**src/pkg/udss_pkg.sv**
```systemverilog
/*
  Package of the string descriptor store: register offsets, array sizes and
  reset values imported by the store and its self-checking bench.
  Assumes a single 10 MHz clock domain.
*/
package udss_pkg;
  localparam logic [7:0] SERIAL_BASE    = 8'h30;
  localparam logic [7:0] SERIAL_LAST    = 8'h4F;
  localparam logic [7:0] MAKER_BASE     = 8'h50;
  localparam logic [7:0] MAKER_LAST     = 8'h8F;
  localparam logic [7:0] PRODUCT_BASE   = 8'h90;
  localparam logic [7:0] PRODUCT_LAST   = 8'hCF;
  localparam int         SERIAL_DEPTH   = 32;
  localparam int         STRING_DEPTH   = 64;
  localparam logic [7:0] STRING_RESET   = 8'h00;
  localparam logic [7:0] SERIAL_DEFAULT = 8'h00;
  localparam logic [1:0] IDX_SERIAL     = 2'h1;
  localparam logic [1:0] IDX_PRODUCT    = 2'h2;
  localparam logic [1:0] IDX_MAKER      = 2'h3;

  typedef enum logic [1:0] {
    ST_IDLE = 2'b00,
    ST_SEND = 2'b01,
    ST_DONE = 2'b10
  } udss_state_t;
endpackage

```
**src/rtl/udss_string_store.sv**
```systemverilog
/*
  String descriptor store: serial, maker and product byte arrays with a
  register port (EEPROM or SMBus loader) and a descriptor read port that
  streams the content of a requested string index.
  Assumes loader and descriptor engine run on mclk; the length settings and
  the custom serial select come from configuration registers elsewhere.
*/
// Contract
// - Serial array bytes are the content of string index 1.
// - Serial array resets to a per-device default, not a fixed design value; the code resets it to the fixed SERIAL_DEFAULT, 8'h00.
// - Serial array is writable only while custom serial select is 1.
// - Product string index 2 is returned only when its length is above zero.
// - Product bytes returned equal product length, from array start; the code stops at 64 bytes when the length is larger.
`timescale 1ns/10ps
module udss_string_store (
  input  wire logic       mclk,
  input  wire logic       reset_n,
  input  wire logic       customSerialSelect,
  input  wire logic [6:0] makerStringLength,
  input  wire logic [6:0] productStringLength,
  input  wire logic       regWrite,
  input  wire logic       regRead,
  input  wire logic [7:0] regAddr,
  input  wire logic [7:0] regWrData,
  output logic      [7:0] regRdData,
  output logic            regAck,
  input  wire logic       descReq,
  input  wire logic [1:0] descIndex,
  output logic            descValid,
  output logic      [7:0] descByte,
  output logic            descLast,
  output logic            descAbsent
);
  import udss_pkg::*;

  // ----------------------------------------------------------------
  // Register decode
  // ----------------------------------------------------------------
  logic inSerial;
  logic inMaker;
  logic inProduct;
  assign inSerial  = (regAddr >= SERIAL_BASE)  && (regAddr <= SERIAL_LAST);
  assign inMaker   = (regAddr >= MAKER_BASE)   && (regAddr <= MAKER_LAST);
  assign inProduct = (regAddr >= PRODUCT_BASE) && (regAddr <= PRODUCT_LAST);

  logic [4:0] serialWrIdx;
  logic [5:0] makerWrIdx;
  logic [5:0] productWrIdx;
  assign serialWrIdx  = 5'(regAddr - SERIAL_BASE);
  assign makerWrIdx   = 6'(regAddr - MAKER_BASE);
  assign productWrIdx = 6'(regAddr - PRODUCT_BASE);

  typedef struct packed {
    udss_state_t state;
    logic [1:0]  index;
    logic [6:0]  count;
    logic [6:0]  length;
    logic        valid;
    logic [7:0]  data;
    logic        last;
    logic        absent;
    logic [7:0]  rdData;
    logic        ack;
  } udss_ctl_t;

  udss_ctl_t ctl_q;
  udss_ctl_t ctl_d;

  // ----------------------------------------------------------------
  // Arrays
  // ----------------------------------------------------------------
  logic       serialWr;
  logic [4:0] serialRdIdx;
  logic [5:0] stringRdIdx;
  logic [7:0] serialRd;
  logic [7:0] makerRd;
  logic [7:0] productRd;
  logic       descActive;

  // Descriptor streaming owns the read index; register reads use it when idle
  assign descActive  = (ctl_q.state == ST_SEND);
  assign serialRdIdx = descActive ? ctl_q.count[4:0] : serialWrIdx;
  assign stringRdIdx = descActive ? ctl_q.count[5:0]
                     : (inMaker ? makerWrIdx : productWrIdx);
  assign serialWr    = regWrite && inSerial && customSerialSelect;

  // Default stands in for the factory-programmed value
  udss_byte_array #(.DEPTH(SERIAL_DEPTH), .INIT(SERIAL_DEFAULT)) serialArr (
    .mclk    (mclk),
    .reset_n (reset_n),
    .wrEn    (serialWr),
    .wrIdx   (serialWrIdx),
    .wrData  (regWrData),
    .rdIdx   (serialRdIdx),
    .rdData  (serialRd)
  );

  udss_byte_array #(.DEPTH(STRING_DEPTH), .INIT(STRING_RESET)) makerArr (
    .mclk    (mclk),
    .reset_n (reset_n),
    .wrEn    (regWrite && inMaker),
    .wrIdx   (makerWrIdx),
    .wrData  (regWrData),
    .rdIdx   (stringRdIdx),
    .rdData  (makerRd)
  );

  udss_byte_array #(.DEPTH(STRING_DEPTH), .INIT(STRING_RESET)) productArr (
    .mclk    (mclk),
    .reset_n (reset_n),
    .wrEn    (regWrite && inProduct),
    .wrIdx   (productWrIdx),
    .wrData  (regWrData),
    .rdIdx   (stringRdIdx),
    .rdData  (productRd)
  );

  // ----------------------------------------------------------------
  // Next state
  // ----------------------------------------------------------------
  logic [6:0] reqLength;
  logic [7:0] curByte;

  always_comb begin
    ctl_d        = ctl_q;
    ctl_d.valid  = 1'b0;
    ctl_d.last   = 1'b0;
    ctl_d.absent = 1'b0;
    ctl_d.ack    = regRead || regWrite;
    reqLength    = 7'h00;
    curByte      = 8'h00;

    // Register read; unmapped addresses and active streaming read zero
    ctl_d.rdData = 8'h00;
    if (regRead && !descActive) begin
      if (inSerial) begin
        ctl_d.rdData = serialRd;
      end else if (inMaker) begin
        ctl_d.rdData = makerRd;
      end else if (inProduct) begin
        ctl_d.rdData = productRd;
      end
    end

    case (descIndex)
      IDX_SERIAL:  reqLength = 7'(SERIAL_DEPTH);
      IDX_MAKER:   reqLength = makerStringLength;
      IDX_PRODUCT: reqLength = productStringLength;
      default:     reqLength = 7'h00;
    endcase

    // Byte source follows the index latched when the request was taken
    case (ctl_q.index)
      IDX_SERIAL:  curByte = serialRd;
      IDX_MAKER:   curByte = makerRd;
      IDX_PRODUCT: curByte = productRd;
      default:     curByte = 8'h00;
    endcase

    case (ctl_q.state)
      ST_IDLE: begin
        if (descReq) begin
          // Zero length or index 0: answer absent, stream nothing
          if (reqLength == 7'h00) begin
            ctl_d.absent = 1'b1;
            ctl_d.state  = ST_DONE;
          end else begin
            ctl_d.index  = descIndex;
            ctl_d.length = reqLength;
            ctl_d.count  = 7'h00;
            ctl_d.state  = ST_SEND;
          end
        end
      end
      ST_SEND: begin
        // Bytes from the array start, length clipped to array size
        ctl_d.valid = 1'b1;
        ctl_d.data  = curByte;
        ctl_d.count = ctl_q.count + 7'h01;
        if ((ctl_q.count + 7'h01 == ctl_q.length) ||
            (ctl_q.count == 7'(STRING_DEPTH - 1))) begin
          ctl_d.last  = 1'b1;
          ctl_d.state = ST_DONE;
        end
      end
      ST_DONE: begin
        // Wait for the request to drop so one request gets one reply
        if (!descReq) begin
          ctl_d.state = ST_IDLE;
        end
      end
      default: begin
        ctl_d.state = ST_IDLE;
      end
    endcase
  end

  always_ff @(posedge mclk or negedge reset_n) begin
    if (!reset_n) begin
      ctl_q <= '{state: ST_IDLE, index: 2'h0, count: 7'h00, length: 7'h00,
                 valid: 1'b0, data: 8'h00, last: 1'b0, absent: 1'b0,
                 rdData: 8'h00, ack: 1'b0};
    end else begin
      ctl_q <= ctl_d;
    end
  end

  // ----------------------------------------------------------------
  // Outputs
  // ----------------------------------------------------------------
  assign regRdData  = ctl_q.rdData;
  assign regAck     = ctl_q.ack;
  assign descValid  = ctl_q.valid;
  assign descByte   = ctl_q.data;
  assign descLast   = ctl_q.last;
  assign descAbsent = ctl_q.absent;
endmodule

```
**src/rtl/udss_byte_array.sv**
```systemverilog
/*
  Byte array of flip-flops with one write port and one indexed read port.
  Assumes write strobe and address come from the same clock domain.
*/
`timescale 1ns/10ps
module udss_byte_array #(
  parameter int         DEPTH = 32,
  parameter logic [7:0] INIT  = 8'h00
) (
  input  wire logic                     mclk,
  input  wire logic                     reset_n,
  input  wire logic                     wrEn,
  input  wire logic [$clog2(DEPTH)-1:0] wrIdx,
  input  wire logic [7:0]               wrData,
  input  wire logic [$clog2(DEPTH)-1:0] rdIdx,
  output logic      [7:0]               rdData
);
  typedef struct packed {
    logic [DEPTH-1:0][7:0] mem;
  } udss_arr_t;

  udss_arr_t arr_q;
  udss_arr_t arr_d;

  always_comb begin
    arr_d = arr_q;
    if (wrEn) begin
      arr_d.mem[wrIdx] = wrData;
    end
  end

  always_ff @(posedge mclk or negedge reset_n) begin
    if (!reset_n) begin
      arr_q <= {DEPTH{INIT}};
    end else begin
      arr_q <= arr_d;
    end
  end

  assign rdData = arr_q.mem[rdIdx];
endmodule

```
**config.mk**
```make
export PLATFORM = sky130hd
export DESIGN_NAME = udss_string_store
export DESIGN_NICKNAME = d
export VERILOG_FILES = /design/src/pkg/udss_pkg.sv /design/src/rtl/udss_string_store.sv /design/src/rtl/udss_byte_array.sv
export SDC_FILE = /design/constraint.sdc
export NUM_CORES = 2
export LEC_CHECK = 0
export ABC_AREA = 1
export BUFFER_PORTS_ARGS = -buffer_cell sky130_fd_sc_hd__buf_2
export CAP_MARGIN = 10
export CORE_UTILIZATION = 64
export CTS_CLUSTER_DIAMETER = 100
export DETAILED_ROUTE_END_ITERATION = 10
export PLACE_DENSITY_LB_ADDON = 0.1
export SYNTH_ARGS = -nofsm -noshare
export SYNTH_HDL_FRONTEND = slang
export SYNTH_HIERARCHICAL = 1
export SYNTH_SLANG_ARGS = --single-unit
```
**constraint.sdc**
```tcl
create_clock -name mclk -period 3.6 [get_ports mclk]
set_clock_uncertainty 0.1 [all_clocks]
set_input_delay 0.36 -clock mclk [delete_from_list [all_inputs] [get_ports mclk]]
set_output_delay 0.36 -clock mclk [all_outputs]
set_load 0.01 [all_outputs]
```
Yosys cells after proc, flatten, opt, wreduce, memory -nomap -nowiden. Index checks and enable logic that the tools add are counted.

Add/sub/neg operators: 4. Magnitude comparators: 14. Equal/unequal tests: 14. Multiplexer cells: 36. Bitwise operators: 1. Reductions and logical operators: 20.

Operators with widths (count): bitwise mux 512 bit (2); bitwise mux 256 bit (1); binary-select mux 8 bit (select 6 bit) (2); demux 8 bit (select 6 bit) (2); 2-to-1 mux 8 bit (10); binary-select mux 8 bit (select 5 bit) (1); demux 8 bit (select 5 bit) (1); one-hot mux 8 bit (3 select lines) (1); less-than comparator 6 x 7 -> 1 bit (second input constant) (3); one-hot mux 7 bit (3 select lines) (1); 2-to-1 mux 18 bit (1); less-or-equal comparator 8 bit (second input constant) (2); 2-to-1 mux 16 bit (1); one-hot mux 7 bit (2 select lines) (1); >= comparator 6 x 1 -> 1 bit (second input constant) (2); less-than comparator 5 x 6 -> 1 bit (second input constant) (2); 2-to-1 mux 6 bit (2); subtractor 6 x 5 -> 6 bit (second input constant) (2); logical AND 1 bit (11); == test 2 bit (second input constant) (5); 2-to-1 mux 10 bit (1); AND reduction 3 bit (3); >= comparator 8 x 6 -> 1 bit (second input constant) (1); >= comparator 8 x 7 -> 1 bit (second input constant) (1); 20 further kinds (30).

Bits in registers: 1318. Input bits: 38. Output and inout bits: 20. Logic and storage cells: 259.

Logic depth before layout (Yosys ltp).
Depth after elaboration: 10. Mapped depth: 21. Depth with buffers taken out: 18.

Cells and area by module. Netlist, hierarchy kept.

Modules (own cells, without submodules): udss_byte_array (makerArr ...) (instances 2, cells each 2952, area each 23392.4 um2, sequential area each 12812.3 um2); udss_byte_array (serialArr) (instances 1, cells each 1491, area each 11896.4 um2, sequential area each 6406.1 um2); udss_string_store (instances 1, cells each 368, area each 2521.2 um2, sequential area each 950.9 um2).

Least setup slack after synthesis. No wires, ideal clock.

Path kind: in2reg. From: input regAddr[4]. To: register makerArr/arr_q[301] (netlist name). Library setup time: 133 ps. Arrival: 3117 ps. Data required time: 3367 ps. Path slack: 249 ps. Cell stages on the path: 15. Buffers on the path: 2. Cell sequence: inv_1 -> ha_1 -> nand2_1 -> nor2_1 -> nand3_1 -> nand2_1 -> a21oi_2 -> buf_2 -> nor2_1 -> inv_2 -> nor4_2 -> nand2_1 -> clkbuf_1 -> nand2_1 -> o21ai_0.

Word-level cells in the longest chain between the ends: 6. Elaborated cells on any way between the ends: 11. Those cells by class: add/sub: 1; order compare: 4; mux: 3; reduce/logical: 3.

Ends and longest elaborated chain: start: declaration (RTL line udss_string_store.sv:23) `input wire logic [7:0] regAddr,`; subtractor 6 x 5 -> 6 bit (RTL line udss_string_store.sv:50) `assign makerWrIdx = 6'(regAddr - MAKER_BASE);`; less-than comparator 6 x 7 -> 1 bit (not written as such) or >= comparator 6 x 1 -> 1 bit (tied branches) (RTL line udss_byte_array.sv:28) `arr_d.mem[wrIdx] = wrData;`; logical AND 1 bit (not written as such) (RTL line udss_byte_array.sv:28); 2-to-1 mux 8 bit (not written as such) (RTL line udss_byte_array.sv:28); demux 8 bit (select 6 bit); bitwise mux 512 bit (RTL line udss_byte_array.sv:28); end signal: assignment (RTL line udss_byte_array.sv:34) `arr_q <= {DEPTH{INIT}};`; end signal: assignment (RTL line udss_byte_array.sv:36) `arr_q <= arr_d;`; end: declaration (RTL line udss_byte_array.sv:22) `udss_arr_t arr_q;`.

Several ways; a longest one is shown, not always the timed one. A chain may end at the register's enable or synchronous reset.

==> key figures <==
Final layout
  • Design Area, Final: 67600 sq um
  • Share of layout cells above drive strength 1: 0.0774
  • Commonest non-fill, non-tap cells in the layout: nand2_1 (3028), dfrtp_1 (1318), nand3_1 (1116)
  • P&R area growth vs syn: 10.5%
  • Final net count: 7635
  • Most common cell after layout, fill and taps aside: nand2_1

Placement
  • HPWL after DPL: 109000 microns
  • Cell Area, Placed: 62700 sq um
  • Routability cong.: 0.941
  • Port bufs: 57

Synth
  • Avg Cell Area, Syn: 7.88 sq um
  • Mux share of post-synthesis cell area: 0
  • Post-synthesis adder-cell area fraction: 0.00102
  • Synth Area in Compound Gates: 0.108
  • Post-synthesis sequential area ratio: 0.539
  • Post-Syn Area: 61200 sq um
  • Xor/xnor share of the synthesized area: 0.000143
  • Largest family of logic cells by synthesized area: simple AND/OR/NAND/NOR gates
  • Yosys warns: 6
  • Cell variety after synth: 33
  • Mapped Nets: 7806
  • Yosys reg bits: 1318
  • Post-Synth Simple-Gate Area: 0.306
  • Syn Inst Count: 7763

Worst setup path
  • Worst-case reg-to-reg path depth: 17
  • Crit-path slowest cell: dfrtp_1
  • CP endpoint kind: flop
  • Worst Path Max Fanout: 23
  • Critical path, cell by cell: nor2_4, clkinv_1, nand2_1, nand2_4, inv_4, buf_12, nand3_1, nand3_1, nand2_1, nand2_1, nand3_1, nand3_1, nand2_1, nand3_1, nand2_1, o21ai_0, a21oi_1
  • Crit start category: flop
  • CP max stage delay: 0.42 ns
  • WS Path Type: reg2reg
  • Crit path required time: 4.12 ns
  • Crit path DAT: 3.94 ns

STA
  • Crit share post-route: 0.950
  • Fin. Hold Viols: 0
  • # setup viols final: 0
  • Final Max Slew Viols: 0
  • Max-Slew Margin vs Limit: 0.162
  • Min Clock Period, post-route: 3.42 ns
  • RSZ-0062 raised after global routing: no
  • Hold_ws: 0.124 ns
  • Tightest Pin Transition: 1.26 ns
  • Upper clock frequency limit: 292 MHz
  • Fin Setup TNS: 0 ns

Floorplan
  • Ports: 58
  • Die Span Y: 311 microns
  • DIE AREA: 96900 sq um
  • Rows: 113
  • Initial Util: 0.645
  • CORE AREA: 94900 sq um
  • Die W: 311 microns

Global routing
  • Total GRT Usage: 0.370
  • Global-route wire length before repair: 284000 microns
  • Total gr overflow: 0
  • Largest net degree at the start of global routing: 131
  • Number of global-route vias before repair: 50800
  • Initial antenna violation count: 2

Clock network
  • CTS tree: built
  • Worst skew pair latency: 0.75 ns
  • Max Buffers Root-to-Sink: 3
  • Clk slew on worst S/H paths: 0.06 ns
  • CTS root buf: clkbuf_16
  • CTS H-Tree Depth: 4
  • Clock sinks: 1318
  • Postcts setup bufs: 0
  • Total CTS buffers: 140

Run
  • Max-cap violations: 0

Drt
  • First DRT Iteration DRCs: 6791
  • Via count: 54200
  • Vias/cell: 6.05
  • Antenna-violating nets left: 0
  • DRC: 0
  • Initial DRT Pass Iterations: 6
  • Drt total wl: 178000 microns
  • DR WL/cell: 19.9 microns

Power
  • Leak: 31.2 nW
  • Final Power: 0.0532 W
  • Pwr dens: 786 nW/um^2
  • Peak VDD IR: 0.712 mV

Outcome
  • Status: finished, final reports clean

Worst hold path
  • Hold crit path type: in2async
-- synthesized netlist by cell type, drive strengths merged --
cell type	count	share of area
nand2	3046	0.19
dfrtp	1318	0.54
o21ai	1128	0.092
nand3	1117	0.091
clkbuf	448	0.027
nor2	222	0.014
a21oi	187	0.015
buf	128	0.013
inv	81	0.0050
nor3	41	0.0067
nor4	18	0.0051
clkinv	17	0.0010
ha	5	0.0010
nand3b	2	0.00025
nand4	2	0.00045
nor3b	1	0.00020
o211ai	1	0.00012
xnor2	1	0.00014
-- layer usage --
metal	global-route usage	up-vias	wire length (microns)
li1	-	25100	-
met1	0.540	26000	74400
met2	0.552	2673	79700
met3	0.0749	405	18000
met4	0.131	2	5970
met5	0	-	12
-- worst max-delay path: cells and delay by family, from the launching register on --
kind	cells	cell delay [ns]
AND/OR/NAND/NOR	12	1.79
buffers and inverters	3	0.76
flip-flops	1	0.42
AO/OA/AOI/OAI	2	0.16
-- where the power goes --
group | switching (W) | total (W) | leakage (nW) | internal [W]
combinational | 0.0158 | 0.0220 | 10.8 | 0.00620
sequential | 0.000688 | 0.0166 | 18.1 | 0.0159
clock | 0.00594 | 0.0146 | 2.32 | 0.00866
-- cell type report --
cell class              instances  area [sq um]
diodes                          1          2.50
multi-input cells            5771         25500
clock buffers                 204          4200
clock inverters                42           482
repair buffers                263          2500
flip-flops and latches       1318         33000
fillers                      7435         27300
inverters                      98           395
well taps                    1265          1580
-- registers in the layout (all words and copies together), names as in the netlist, 8 cells and up --
register          cells
ctl_q                18
makerArr/arr_q      512
serialArr/arr_q     256
regRdData             8
descByte              8
productArr/arr_q    512
-- final timing paths --
kind,startpoint,to,slack (ns)
max in group asynchronous,reset_n,serialArr/arr_q[80]$_DFFE_PN0P_,2.02
min in group mclk,productStringLength[5],ctl_q[23]$_DFFE_PN0P_,0.13
setup / recovery,ctl_q[37]$_DFFE_PN0P_,regRdData[7]$_DFF_PN0_,0.18
hold / removal,reset_n,makerArr/arr_q[459]$_DFFE_PN0P_,0.12
hold reg to reg,productArr/arr_q[285]$_DFFE_PN0P_,productArr/arr_q[285]$_DFFE_PN0P_,0.38
setup reg to reg,ctl_q[37]$_DFFE_PN0P_,regRdData[7]$_DFF_PN0_,0.18
-- logic make-up (layout without fill, tap and decap cells) --
| family | count (synthesis) | count (layout) |
|---|---|---|
| AOI/OAI and AO/OA | 1316 | 1316 |
| xor gates and xnor gates | 1 | 1 |
| buffers and inverters | 674 | 607 |
| DFF | 1318 | 1318 |
| other | 0 | 1 |
| adders and majority gates | 5 | 5 |
| and+or+nand+nor | 4449 | 4449 |
-- repair_timing --
| action | 4_1_cts | 5_1_grt |
|---|---|---|
| resized for setup | 0 | 8 |
| endpoints found under the hold margin | 129 | 0 |
| hold buffers | 22 | 0 |
| setup endpoints to repair | 0 | 16 |
-- through the flow --
stage	util	instances	setup slack, ns
4_1_cts	0.712	8961	0.0280
3_5_place_dp	0.661	8693	0.0975
3_3_place_gp	0.661	8693	0.130
2_1_floorplan	-	7763	0.249
6_report	0.713	8962	0.180
5_1_grt	0.713	8961	0.0357
Note: power is estimated with default switching activity, not from simulation.
